### src/bcmcw_pkg.sv
// package: offset, bit positions, reset value and enumerations of the message control word
package bcmcw_pkg;

  localparam logic [15:0] BCMCW_OFFSET      = 16'h0004;
  localparam logic [15:0] BCMCW_RESET       = 16'h0000;
  localparam int          BCMCW_SYNC_TT_BIT = 15;
  localparam int          BCMCW_ME_BIT      = 14;
  localparam int          BCMCW_SRQ_BIT     = 13;
  localparam int          BCMCW_BSY_BIT     = 12;
  localparam int          BCMCW_SSF_BIT     = 11;
  localparam int          BCMCW_RSV_BIT     = 9;
  localparam int          BCMCW_TF_BIT      = 10;
  localparam int          BCMCW_RETRY_BIT   = 8;
  localparam int          BCMCW_BUSA_BIT    = 7;
  localparam int          BCMCW_LOOP_BIT    = 6;
  localparam int          BCMCW_BCR_BIT     = 5;
  localparam int          BCMCW_EOM_BIT     = 4;
  localparam int          BCMCW_REV_BIT     = 3;
  localparam int          BCMCW_FMT_LSB     = 0;

  // status word bit positions (bus order, bit 0 = last bit sent)
  localparam int          BCMCW_SW_ME       = 10;
  localparam int          BCMCW_SW_SRQ      = 8;
  localparam int          BCMCW_SW_RSV_LSB  = 5;
  localparam int          BCMCW_SW_BCR      = 4;
  localparam int          BCMCW_SW_BSY      = 3;
  localparam int          BCMCW_SW_SSF      = 2;
  localparam int          BCMCW_SW_TF       = 0;

  typedef enum logic [2:0]
  {
    BCMCW_FMT_BC_TO_RT     = 3'b000,
    BCMCW_FMT_RT_TO_RT     = 3'b001,
    BCMCW_FMT_BCAST        = 3'b010,
    BCMCW_FMT_BCAST_RT_RT  = 3'b011,
    BCMCW_FMT_MODE         = 3'b100,
    BCMCW_FMT_UNUSED_5     = 3'b101,
    BCMCW_FMT_BCAST_MODE   = 3'b110,
    BCMCW_FMT_UNUSED_7     = 3'b111
  } bcmcw_fmt_type;

endpackage : bcmcw_pkg

### src/bcmcw_control_word.sv
// message control word register and its decode into message handling controls
//
// Summary of operation
// - 16-bit read/write word at 0x0004, reset zero, first word of each message block.
// - the word is never transmitted; it only configures message handling.
// - bit 15 clear: sync mode data word comes from the message data block.
// - bit 15 set: sync data from time tag; host also sets config bit.
// - bit 14 set masks message error status bit, clear recognises it.
// - bit 13 set masks service request status bit, clear recognises it.
// - bit 12 set masks busy status bit, clear recognises it.
// - bit 11 set masks subsystem flag status bit, clear recognises it.
// - bit 10 set masks terminal flag status bit, clear recognises it.
// - bit 9 clear flags any of three reserved status bits set.
// - bit 5 set masks broadcast received status bit, clear recognises it.
// - bit 8 set allows retry of failed messages, clear forbids retry.
// - bit 7 one selects bus A, zero selects bus B.
// - bit 6 set runs message as internal loopback, transmission disabled.
// - bit 4 set requests interrupt at message end unless masked.
// - bit 3 one expects 1553A responses, zero 1553B responses.
// - bits 2..0 decode the message format; 101 and 111 unused.
module bcmcw_control_word
  import bcmcw_pkg::*;
(
  // clock and reset
  input  wire logic        clk_sys_in,
  input  wire logic        reset_in,
  // host register port
  input  wire logic [15:0] reg_addr_in,
  input  wire logic        reg_wr_in,
  input  wire logic        reg_rd_in,
  input  wire logic [15:0] reg_wdata_in,
  output logic      [15:0] reg_rdata_out,
  // message sequencer inputs
  input  wire logic        status_valid_in,
  input  wire logic [10:0] status_word_in,
  input  wire logic        message_done_in,
  input  wire logic        eom_irq_enable_in,
  input  wire logic [15:0] data_block_word_in,
  input  wire logic [15:0] time_tag_in,
  input  wire logic        time_tag_sync_enable_in,
  input  wire logic        message_failed_in,
  // decoded message controls
  output logic             sync_data_from_time_tag_out,
  output logic [15:0]      sync_data_word_out,
  output logic             channel_a_select_out,
  output logic             channel_b_select_out,
  output logic             transmit_enable_out,
  output logic             offline_loopback_out,
  output logic             retry_allow_out,
  output logic             retry_request_out,
  output logic             response_revision_select_out,
  output bcmcw_fmt_type    message_format_code_out,
  output logic             format_error_out,
  output logic             status_exception_out,
  output logic             reserved_status_out,
  output logic [6:0]       status_flags_out,
  output logic             message_end_irq_out
);

  ////////////////////////////////////////////////////////////////////////////
  // register
  logic [15:0] ctrl_word_r;
  logic [15:0] ctrl_word_nxt;
  logic [15:0] rdata_r;
  logic [15:0] rdata_nxt;
  logic [6:0]  flags_r;
  logic [6:0]  flags_nxt;
  logic        exc_r;
  logic        rsv_r;
  logic        irq_r;
  logic        retry_r;
  logic        sel_hit;

  assign sel_hit = (reg_addr_in == BCMCW_OFFSET);

  assign ctrl_word_nxt = (sel_hit && reg_wr_in) ? reg_wdata_in : ctrl_word_r;
  assign rdata_nxt     = (sel_hit && reg_rd_in) ? ctrl_word_r : 16'h0000;

  // word storage and read data
  always_ff @(posedge clk_sys_in)
  begin
    if (reset_in)
    begin
      ctrl_word_r <= BCMCW_RESET;
      rdata_r     <= 16'h0000;
    end
    else
    begin
      ctrl_word_r <= ctrl_word_nxt;
      rdata_r     <= rdata_nxt;
    end
  end

  assign reg_rdata_out = rdata_r;

  ////////////////////////////////////////////////////////////////////////////
  // field decode
  logic tt_sel;
  assign tt_sel = ctrl_word_r[BCMCW_SYNC_TT_BIT];

  assign sync_data_from_time_tag_out = tt_sel && time_tag_sync_enable_in;
  assign sync_data_word_out = sync_data_from_time_tag_out ? time_tag_in : data_block_word_in;

  assign channel_a_select_out = ctrl_word_r[BCMCW_BUSA_BIT];
  assign channel_b_select_out = !ctrl_word_r[BCMCW_BUSA_BIT];

  assign offline_loopback_out = ctrl_word_r[BCMCW_LOOP_BIT];
  assign transmit_enable_out  = !ctrl_word_r[BCMCW_LOOP_BIT];

  assign retry_allow_out = ctrl_word_r[BCMCW_RETRY_BIT];

  assign response_revision_select_out = ctrl_word_r[BCMCW_REV_BIT];

  assign message_format_code_out = bcmcw_fmt_type'(ctrl_word_r[BCMCW_FMT_LSB +: 3]);

  assign format_error_out = (message_format_code_out == BCMCW_FMT_UNUSED_5) ||
                            (message_format_code_out == BCMCW_FMT_UNUSED_7);

  ////////////////////////////////////////////////////////////////////////////
  // status word masking
  logic [6:0] masked_flags;
  logic       rsv_seen;

  // a status bit counts only while its mask bit is clear
  function automatic logic seen_unless_masked(input logic status_bit, input logic mask_bit);
    return status_bit && !mask_bit;
  endfunction : seen_unless_masked

  assign rsv_seen = seen_unless_masked(|status_word_in[BCMCW_SW_RSV_LSB +: 3],
                                       ctrl_word_r[BCMCW_RSV_BIT]);

  assign masked_flags[0] = seen_unless_masked(status_word_in[BCMCW_SW_ME],
                                              ctrl_word_r[BCMCW_ME_BIT]);
  assign masked_flags[1] = seen_unless_masked(status_word_in[BCMCW_SW_SRQ],
                                              ctrl_word_r[BCMCW_SRQ_BIT]);
  assign masked_flags[2] = seen_unless_masked(status_word_in[BCMCW_SW_BSY],
                                              ctrl_word_r[BCMCW_BSY_BIT]);
  assign masked_flags[3] = seen_unless_masked(status_word_in[BCMCW_SW_SSF],
                                              ctrl_word_r[BCMCW_SSF_BIT]);
  assign masked_flags[4] = seen_unless_masked(status_word_in[BCMCW_SW_TF],
                                              ctrl_word_r[BCMCW_TF_BIT]);
  assign masked_flags[5] = rsv_seen;
  assign masked_flags[6] = seen_unless_masked(status_word_in[BCMCW_SW_BCR],
                                              ctrl_word_r[BCMCW_BCR_BIT]);

  assign flags_nxt = status_valid_in ? masked_flags : flags_r;

  // status capture, end-of-message interrupt and retry request
  always_ff @(posedge clk_sys_in)
  begin
    if (reset_in)
    begin
      flags_r <= 7'h00;
      exc_r   <= 1'b0;
      rsv_r   <= 1'b0;
      irq_r   <= 1'b0;
      retry_r <= 1'b0;
    end
    else
    begin
      flags_r <= flags_nxt;
      exc_r   <= |flags_nxt;
      rsv_r   <= flags_nxt[5];
      irq_r   <= message_done_in && ctrl_word_r[BCMCW_EOM_BIT] && eom_irq_enable_in;
      retry_r <= message_failed_in && ctrl_word_r[BCMCW_RETRY_BIT];
    end
  end

  assign status_flags_out     = flags_r;
  assign status_exception_out = exc_r;
  assign reserved_status_out  = rsv_r;
  assign message_end_irq_out  = irq_r;
  assign retry_request_out    = retry_r;

  ////////////////////////////////////////////////////////////////////////////
  // assertions

  a_word_write_stores: assert property (@(posedge clk_sys_in) disable iff (reset_in)
    reg_wr_in && sel_hit |=> ctrl_word_r == $past(reg_wdata_in))
    else $error("control word did not take the write");

  a_other_addr_ignored: assert property (@(posedge clk_sys_in) disable iff (reset_in)
    reg_wr_in && !sel_hit |=> $stable(ctrl_word_r))
    else $error("write to another address changed the word");

  a_read_returns_word: assert property (@(posedge clk_sys_in) disable iff (reset_in)
    reg_rd_in && sel_hit && !reg_wr_in ##1 !reg_wr_in |-> reg_rdata_out == ctrl_word_r)
    else $error("read data differs from stored word");

  a_bus_select_excl: assert property (@(posedge clk_sys_in) disable iff (reset_in)
    channel_a_select_out != channel_b_select_out)
    else $error("bus select not exclusive");

  a_loopback_no_tx: assert property (@(posedge clk_sys_in) disable iff (reset_in)
    offline_loopback_out |-> !transmit_enable_out)
    else $error("transmission enabled in loopback");

  a_sync_from_block: assert property (@(posedge clk_sys_in) disable iff (reset_in)
    !ctrl_word_r[BCMCW_SYNC_TT_BIT] |-> sync_data_word_out == data_block_word_in)
    else $error("sync data not from data block");

  a_sync_from_tag: assert property (@(posedge clk_sys_in) disable iff (reset_in)
    ctrl_word_r[BCMCW_SYNC_TT_BIT] && time_tag_sync_enable_in
    |-> sync_data_word_out == time_tag_in)
    else $error("sync data not from time tag");

  a_me_mask: assert property (@(posedge clk_sys_in) disable iff (reset_in)
    status_valid_in && status_word_in[BCMCW_SW_ME] && !ctrl_word_r[BCMCW_ME_BIT]
    |=> status_flags_out[0] && status_exception_out)
    else $error("message error not recognised");

  a_me_masked: assert property (@(posedge clk_sys_in) disable iff (reset_in)
    status_valid_in && ctrl_word_r[BCMCW_ME_BIT] |=> !status_flags_out[0])
    else $error("message error flagged while masked");

  a_srq_seen: assert property (@(posedge clk_sys_in) disable iff (reset_in)
    status_valid_in && status_word_in[BCMCW_SW_SRQ] && !ctrl_word_r[BCMCW_SRQ_BIT]
    |=> status_flags_out[1] && status_exception_out)
    else $error("service request not recognised");

  a_srq_masked: assert property (@(posedge clk_sys_in) disable iff (reset_in)
    status_valid_in && ctrl_word_r[BCMCW_SRQ_BIT] |=> !status_flags_out[1])
    else $error("service request flagged while masked");

  a_busy_seen: assert property (@(posedge clk_sys_in) disable iff (reset_in)
    status_valid_in && status_word_in[BCMCW_SW_BSY] && !ctrl_word_r[BCMCW_BSY_BIT]
    |=> status_flags_out[2] && status_exception_out)
    else $error("busy not recognised");

  a_busy_masked: assert property (@(posedge clk_sys_in) disable iff (reset_in)
    status_valid_in && ctrl_word_r[BCMCW_BSY_BIT] |=> !status_flags_out[2])
    else $error("busy flagged while masked");

  a_subsys_seen: assert property (@(posedge clk_sys_in) disable iff (reset_in)
    status_valid_in && status_word_in[BCMCW_SW_SSF] && !ctrl_word_r[BCMCW_SSF_BIT]
    |=> status_flags_out[3] && status_exception_out)
    else $error("subsystem flag not recognised");

  a_subsys_masked: assert property (@(posedge clk_sys_in) disable iff (reset_in)
    status_valid_in && ctrl_word_r[BCMCW_SSF_BIT] |=> !status_flags_out[3])
    else $error("subsystem flag flagged while masked");

  a_term_flag_seen: assert property (@(posedge clk_sys_in) disable iff (reset_in)
    status_valid_in && status_word_in[BCMCW_SW_TF] && !ctrl_word_r[BCMCW_TF_BIT]
    |=> status_flags_out[4] && status_exception_out)
    else $error("terminal flag not recognised");

  a_term_flag_masked: assert property (@(posedge clk_sys_in) disable iff (reset_in)
    status_valid_in && ctrl_word_r[BCMCW_TF_BIT] |=> !status_flags_out[4])
    else $error("terminal flag flagged while masked");

  a_rsv_seen: assert property (@(posedge clk_sys_in) disable iff (reset_in)
    status_valid_in && (|status_word_in[BCMCW_SW_RSV_LSB +: 3]) && !ctrl_word_r[BCMCW_RSV_BIT]
    |=> reserved_status_out && status_flags_out[5])
    else $error("reserved status not recognised");

  a_rsv_masked: assert property (@(posedge clk_sys_in) disable iff (reset_in)
    status_valid_in && ctrl_word_r[BCMCW_RSV_BIT] |=> !reserved_status_out)
    else $error("reserved status flagged while masked");

  a_bcast_seen: assert property (@(posedge clk_sys_in) disable iff (reset_in)
    status_valid_in && status_word_in[BCMCW_SW_BCR] && !ctrl_word_r[BCMCW_BCR_BIT]
    |=> status_flags_out[6] && status_exception_out)
    else $error("broadcast received not recognised");

  a_bcast_masked: assert property (@(posedge clk_sys_in) disable iff (reset_in)
    status_valid_in && ctrl_word_r[BCMCW_BCR_BIT] |=> !status_flags_out[6])
    else $error("broadcast received flagged while masked");

  a_retry_on_fail: assert property (@(posedge clk_sys_in) disable iff (reset_in)
    message_failed_in |=> retry_request_out == $past(ctrl_word_r[BCMCW_RETRY_BIT]))
    else $error("retry request does not follow retry bit");

  a_retry_quiet: assert property (@(posedge clk_sys_in) disable iff (reset_in)
    !message_failed_in |=> !retry_request_out)
    else $error("retry requested without a failure");

  a_eom_irq: assert property (@(posedge clk_sys_in) disable iff (reset_in)
    message_done_in && eom_irq_enable_in && ctrl_word_r[BCMCW_EOM_BIT]
    |=> message_end_irq_out ##1 (message_end_irq_out ==
      $past(message_done_in && eom_irq_enable_in && ctrl_word_r[BCMCW_EOM_BIT])))
    else $error("end of message interrupt wrong");

  a_eom_irq_quiet: assert property (@(posedge clk_sys_in) disable iff (reset_in)
    !(message_done_in && eom_irq_enable_in && ctrl_word_r[BCMCW_EOM_BIT])
    |=> !message_end_irq_out)
    else $error("end of message interrupt without cause");

  a_format_error: assert property (@(posedge clk_sys_in) disable iff (reset_in)
    format_error_out |-> ctrl_word_r[2] && ctrl_word_r[0])
    else $error("format error on valid code");

endmodule : bcmcw_control_word

### config.mk
export PLATFORM = sky130hd
export DESIGN_NAME = bcmcw_control_word
export DESIGN_NICKNAME = d
export VERILOG_FILES = /design/src/bcmcw_pkg.sv /design/src/bcmcw_control_word.sv
export SDC_FILE = /design/constraint.sdc
export NUM_CORES = 1
export LEC_CHECK = 0
export ABC_AREA = 1
export BUFFER_PORTS_ARGS = -buffer_cell sky130_fd_sc_hd__buf_2
export CORE_AREA = 5 5 87 69
export CTS_CLUSTER_SIZE = 14
export DETAILED_ROUTE_END_ITERATION = 10
export DIE_AREA = 0 0 92 74
export PLACE_DENSITY = 0.78
export SYNTH_ARGS = -nofsm -noshare
export SYNTH_HDL_FRONTEND = slang
export SYNTH_SLANG_ARGS = --single-unit
export TNS_END_PERCENT = 100
### constraint.sdc
create_clock -name clk_sys_in -period 1.4 [get_ports clk_sys_in]
set_clock_uncertainty 0.05 [all_clocks]
set_input_delay 0.28 -clock clk_sys_in [delete_from_list [all_inputs] [get_ports clk_sys_in]]
set_output_delay 0.28 -clock clk_sys_in [all_outputs]
set_load 0.05 [all_outputs]
# Yosys cells after proc, flatten, opt, wreduce, memory -nomap -nowiden

Cells that the tools add are included.

Register bits: 43
Input bits: 84

Equality and inequality tests: 3
Muxes and demuxes: 2
Bitwise logic cells: 1
Reductions and logical operators: 26

Operator list:

| operator              | number |
|---|---|
| $eq A16 B3 Y1 const B | 1 |
| $mux W16              | 1 |
| $logic_and A1 B1 Y1   | 13 |
| $logic_not A1 Y1      | 9 |
| $mux W7               | 1 |
| $reduce_or A7 Y1      | 1 |
| $eq A3 B3 Y1 const B  | 2 |
| $reduce_or A3 Y1      | 1 |
| $reduce_or A2 Y1      | 1 |
| $logic_or A1 B1 Y1    | 1 |
| $not A1 Y1            | 1 |

# Longest topological paths before layout

Word-level depth: 4
Depth in mapped cells: 8

# Worst setup path before layout

OpenSTA, ideal clock, no wires.

Path type: flip-flop to output port
Start point: register ctrl_word_r[15]
End point: output port sync_data_word_out[10]
Data arrival time: 1.346 ns
Data required time: 1.070 ns
Path slack: -0.276 ns
Stages on the path, launching flop included: 6
Path buffers: 1
Cells stage by stage: dfxtp_1 nand2_1 inv_2 buf_2 nand2_1 nand2_1

Longest elaborated chain between the ends: 2

Ends and longest elaborated chain:

| element                         | RTL line                  | source |
|---|---|---|
| from (decl)                     | bcmcw_control_word.sv:62  | `logic [15:0] ctrl_word_r;` |
| from (signal assigned)          | bcmcw_control_word.sv:89  | `ctrl_word_r <= ctrl_word_nxt;` |
| $logic_and A1 B1 Y1             | bcmcw_control_word.sv:101 | `assign sync_data_from_time_tag_out = tt_sel && time_tag_sync_enable_in;` |
| via sync_data_from_time_tag_out | bcmcw_control_word.sv:43  | `output logic sync_data_from_time_tag_out,` |
| $mux W16                        | bcmcw_control_word.sv:102 | `assign sync_data_word_out = sync_data_from_time_tag_out ? time_tag_in : data_block_word_in;` |
| to (decl)                       | bcmcw_control_word.sv:44  | `output logic [15:0] sync_data_word_out,` |

The timed path passes the listed nets, and every way through them passes these cells.

# Worst setup path after layout

Start point: register ctrl_word_r[15]
End point: output port sync_data_word_out[7]

Longest elaborated chain between the ends: 2

Ends and longest elaborated chain:

| element             | RTL line |
|---|---|
| $logic_and A1 B1 Y1 | bcmcw_control_word.sv:101 |
| $mux W16            | bcmcw_control_word.sv:102 |

No other way between the ends.

==> run_results.csv <==
group,metric,value,unit
detailed_routing,vias_per_cell,4.503,
cts,cts.hold.buffers_added,0,
cts,tritoncts,"built",
placement,port_buffers,135,
cts,h-tree-depth,2,
detailed_routing,drc,0,
finish,utilization,61.94,%
finish,fillers,460,
placement,place.detailed.instances,503,
sta,slew-limit-headroom,79.08,%
detailed_routing,detailed_route_wire_length_per_cell,12.62,um
sta,final_setup_vio_count,17,
die,rows,23,
setup_path,cp.arrival,1210,ps
die,die_w,92,um
sta,max_clock_freq,0.6504,GHz
yosys,postSynthCellCount,312,
power_and_ir_drop,power_per_cell_area,794.0,nW/um2
sta,final_period_minus_worst_setup_slack,1538,ps
yosys,post_synth_instance_area,1982,um2
sta,fin_worst_hold_slack,211.7,ps
setup_path,worstSetupEndpointType,"output port",
finish,drive_gt1_share,41.72,%
placement,gpl.final_weighted_congestion,0.7936,
yosys,synth_area_per_cell,6.352,um2
die,fp.dieArea,6808,um2
die,die_y,74,um
yosys,post-synth-top-area-fraction,42.42,%
sta,finalMaxSlewViolations,0,
die,start_util,38.69,%
yosys,synth_seq_cells,42,
yosys,yosys_synthesis_warning_count,0,
power_and_ir_drop,power_leakage,1.716,nW
yosys,yosys-top-cells-area,"sky130_fd_sc_hd__dfxtp_1, sky130_fd_sc_hd__nand2_1, sky130_fd_sc_hd__inv_1",
setup_path,worstPathMaxFanout,17,
sta,rsz0062_at_grt,"true",
yosys,syn-num-nets,396,
power_and_ir_drop,vdd_ir_drop_max,0.4846,mV
hold_path,worstHoldPathType,"in2reg",
die,io_pins,138,
placement,detailedPlacementHpwl,4.866,mm
cts,clkSlewWorstSetupHoldPaths,90,ps
global_routing,largest_net_degree_at_the_start_of_global_routing,18,
job,drv_cap,0,
global_routing,grt_first_pass_wirelength,9.853,mm
detailed_routing,total_number_of_vias,2319,
finish,fin_nets,536,
sta,worst_slack,-137.5,ps
cts,cts_buffers,5,
detailed_routing,detail_route.wirelength,6.498,mm
detailed_routing,ant_nets,0,
yosys,synth_top_cell_by_area,"sky130_fd_sc_hd__dfxtp_1",
finish,diodes,0,
setup_path,path_class,"reg2out",
global_routing,grt.total_usage,17.94,%
detailed_routing,drt_pre_antenna_iters,4,
outcome,result_of_the_run,"finished with violations",
sta,portion_of_the_clock_cycle_consumed_by_the_worst_path_in_the_final_layout,109.8,%
cts,cts.root.buffer_cell,"sky130_fd_sc_hd__clkbuf_8",
setup_path,cp-start-kind,"flop",
cts,tritoncts_num_sinks,42,
placement,cell_area_after_placement,2808,um2
finish,areaGrowthSynthToFinish,60.10,%
sta,max_slew.worst_pin.slew,313.8,ps
outcome,violations,"setup timing",
finish,final_cells,515,
yosys,netlist-cell-type-count,18,
global_routing,gr-total-overflow,0,
yosys,seq_area_frac_synth,42.42,%
die,core,5122,um2
sta,hold_viol,0,
cts,ctsLongestPathBuffers,2,
detailed_routing,dr.first_iter.drc_count,79,
global_routing,number_of_global_route_vias_before_repair,2176,
power_and_ir_drop,p_total,2.519,mW
global_routing,initial_antenna_violation_count,0,
cts,clock_latency,290,ps
setup_path,critPathRequiredTime,1070,ps
finish,post-route-cell-area,3173,um2
[sequential cells by signal, indices dropped and copies added (netlist names)]
name	count
ctrl_word_r	16
retry_request_out	1
status_flags_out	7
reg_rdata_out	16
status_exception_out	1
message_end_irq_out	1
[Yosys cell counts (all sizes together)]
library cell	n
nand2	97
nor2	59
buf	11
or2	1
nand4	17
dfxtp	42
clkbuf	4
nand3b	1
inv	62
o21ai	6
a21oi	2
nand3	10
[worst max-delay path: stages, from the launching register on]
cell,delay [ps]
sky130_fd_sc_hd__dfxtp_4,370
sky130_fd_sc_hd__nand2_8,110
sky130_fd_sc_hd__clkinv_8,100
sky130_fd_sc_hd__nand2_1,130
sky130_fd_sc_hd__nand2_4,60
sky130_fd_sc_hd__buf_8,150
[placed cells by master, fill, tap and decap left out]
cell	netlist	routed
sky130_fd_sc_hd__nand2_4	0	12
sky130_fd_sc_hd__nand2_2	0	14
sky130_fd_sc_hd__a21oi_1	2	2
sky130_fd_sc_hd__nand3b_1	1	1
sky130_fd_sc_hd__clkinvlp_4	0	1
sky130_fd_sc_hd__nand2_8	0	1
sky130_fd_sc_hd__buf_4	4	9
sky130_fd_sc_hd__clkbuf_8	0	5
sky130_fd_sc_hd__inv_1	60	60
sky130_fd_sc_hd__buf_12	0	2
sky130_fd_sc_hd__clkinv_2	0	1
sky130_fd_sc_hd__nand3_4	1	1
sky130_fd_sc_hd__o21ai_0	6	6
sky130_fd_sc_hd__nor2_1	57	57
sky130_fd_sc_hd__clkinv_8	0	1
sky130_fd_sc_hd__buf_8	0	12
sky130_fd_sc_hd__nor2_4	2	2
sky130_fd_sc_hd__buf_2	5	119
sky130_fd_sc_hd__dfxtp_4	0	1
sky130_fd_sc_hd__inv_2	2	1
sky130_fd_sc_hd__nand2_1	97	70
sky130_fd_sc_hd__nand3_1	9	9
sky130_fd_sc_hd__or2_0	1	1
sky130_fd_sc_hd__clkinv_4	0	1
sky130_fd_sc_hd__buf_6	1	6
sky130_fd_sc_hd__nand4_1	17	17
sky130_fd_sc_hd__dfxtp_1	42	41
[cell type report]
type                    instances  area, um2  share of cell area (%)
clock buffers                   5      68.82                   2.169
clock inverters                 3      21.27                  0.6703
inverters                      62      245.2                   7.729
multi-input cells             193      964.7                   30.40
flip-flops and latches         42      844.6                   26.62
well taps                      62      77.57                   2.445
repair buffers                148      950.9                   29.97
[where the power goes]
part	total (mW)	internal, mW	switching (mW)
clock network	0.788	0.351	0.437
logic	0.519	0.210	0.310
registers	1.21	1.21	0.00614
total	2.52	1.77	0.752
[what timing repair did]
action                                  in CTS  in global routing
pin swaps                                    1                  6
endpoints found under the setup margin      17                 17
cloned                                       1                  0
setup buffers                                1                  2
resized for setup                           54                 22
[worst paths after layout]
path / cells past startpoint / to / slack [ps] / from
hold / removal: 3 / retry_request_out$_SDFF_PP0_ / 210 / message_failed_in
hold reg to reg: 2 / reg_rdata_out[1]$_SDFF_PP0_ / 400 / ctrl_word_r[1]$_SDFFE_PP0P_
setup reg to reg: 7 / status_exception_out$_SDFF_PP0_ / 370 / ctrl_word_r[13]$_SDFFE_PP0P_
setup / recovery: 5 / sync_data_word_out[7] / -140 / ctrl_word_r[15]$_SDFFE_PP0P_
[through the flow]
stage	setup TNS, ps	worst slack [ps]
after floorplan	-2.744	-2.744
after global placement	-1884	-144.6
after detailed placement	-2412	-183.0
after CTS	-2104	-136.0
after global routing	-2815	-189.4
final	-1797	-137.5
[cells by family (layout without fill, tap and decap cells)]
family	after synthesis	count (layout)	synth area share (%)
AOI/OAI and AO/OA	8	8	2.020
DFF	42	42	42.42
and+or+nand+nor	185	185	39.52
buffers and inverters	77	218	16.04
[layer usage]
metal	track usage, %	wire [um]	vias to the layer above	share of wire [%]
met2	34.30	3150	100	48
met5	0	0	-	0
met1	20.16	2693	1018	41
li1	-	-	1197	-
met3	5.359	607	4	9.3
met4	3.460	46	0	0.71
Note: power is estimated with default switching activity, not from simulation.
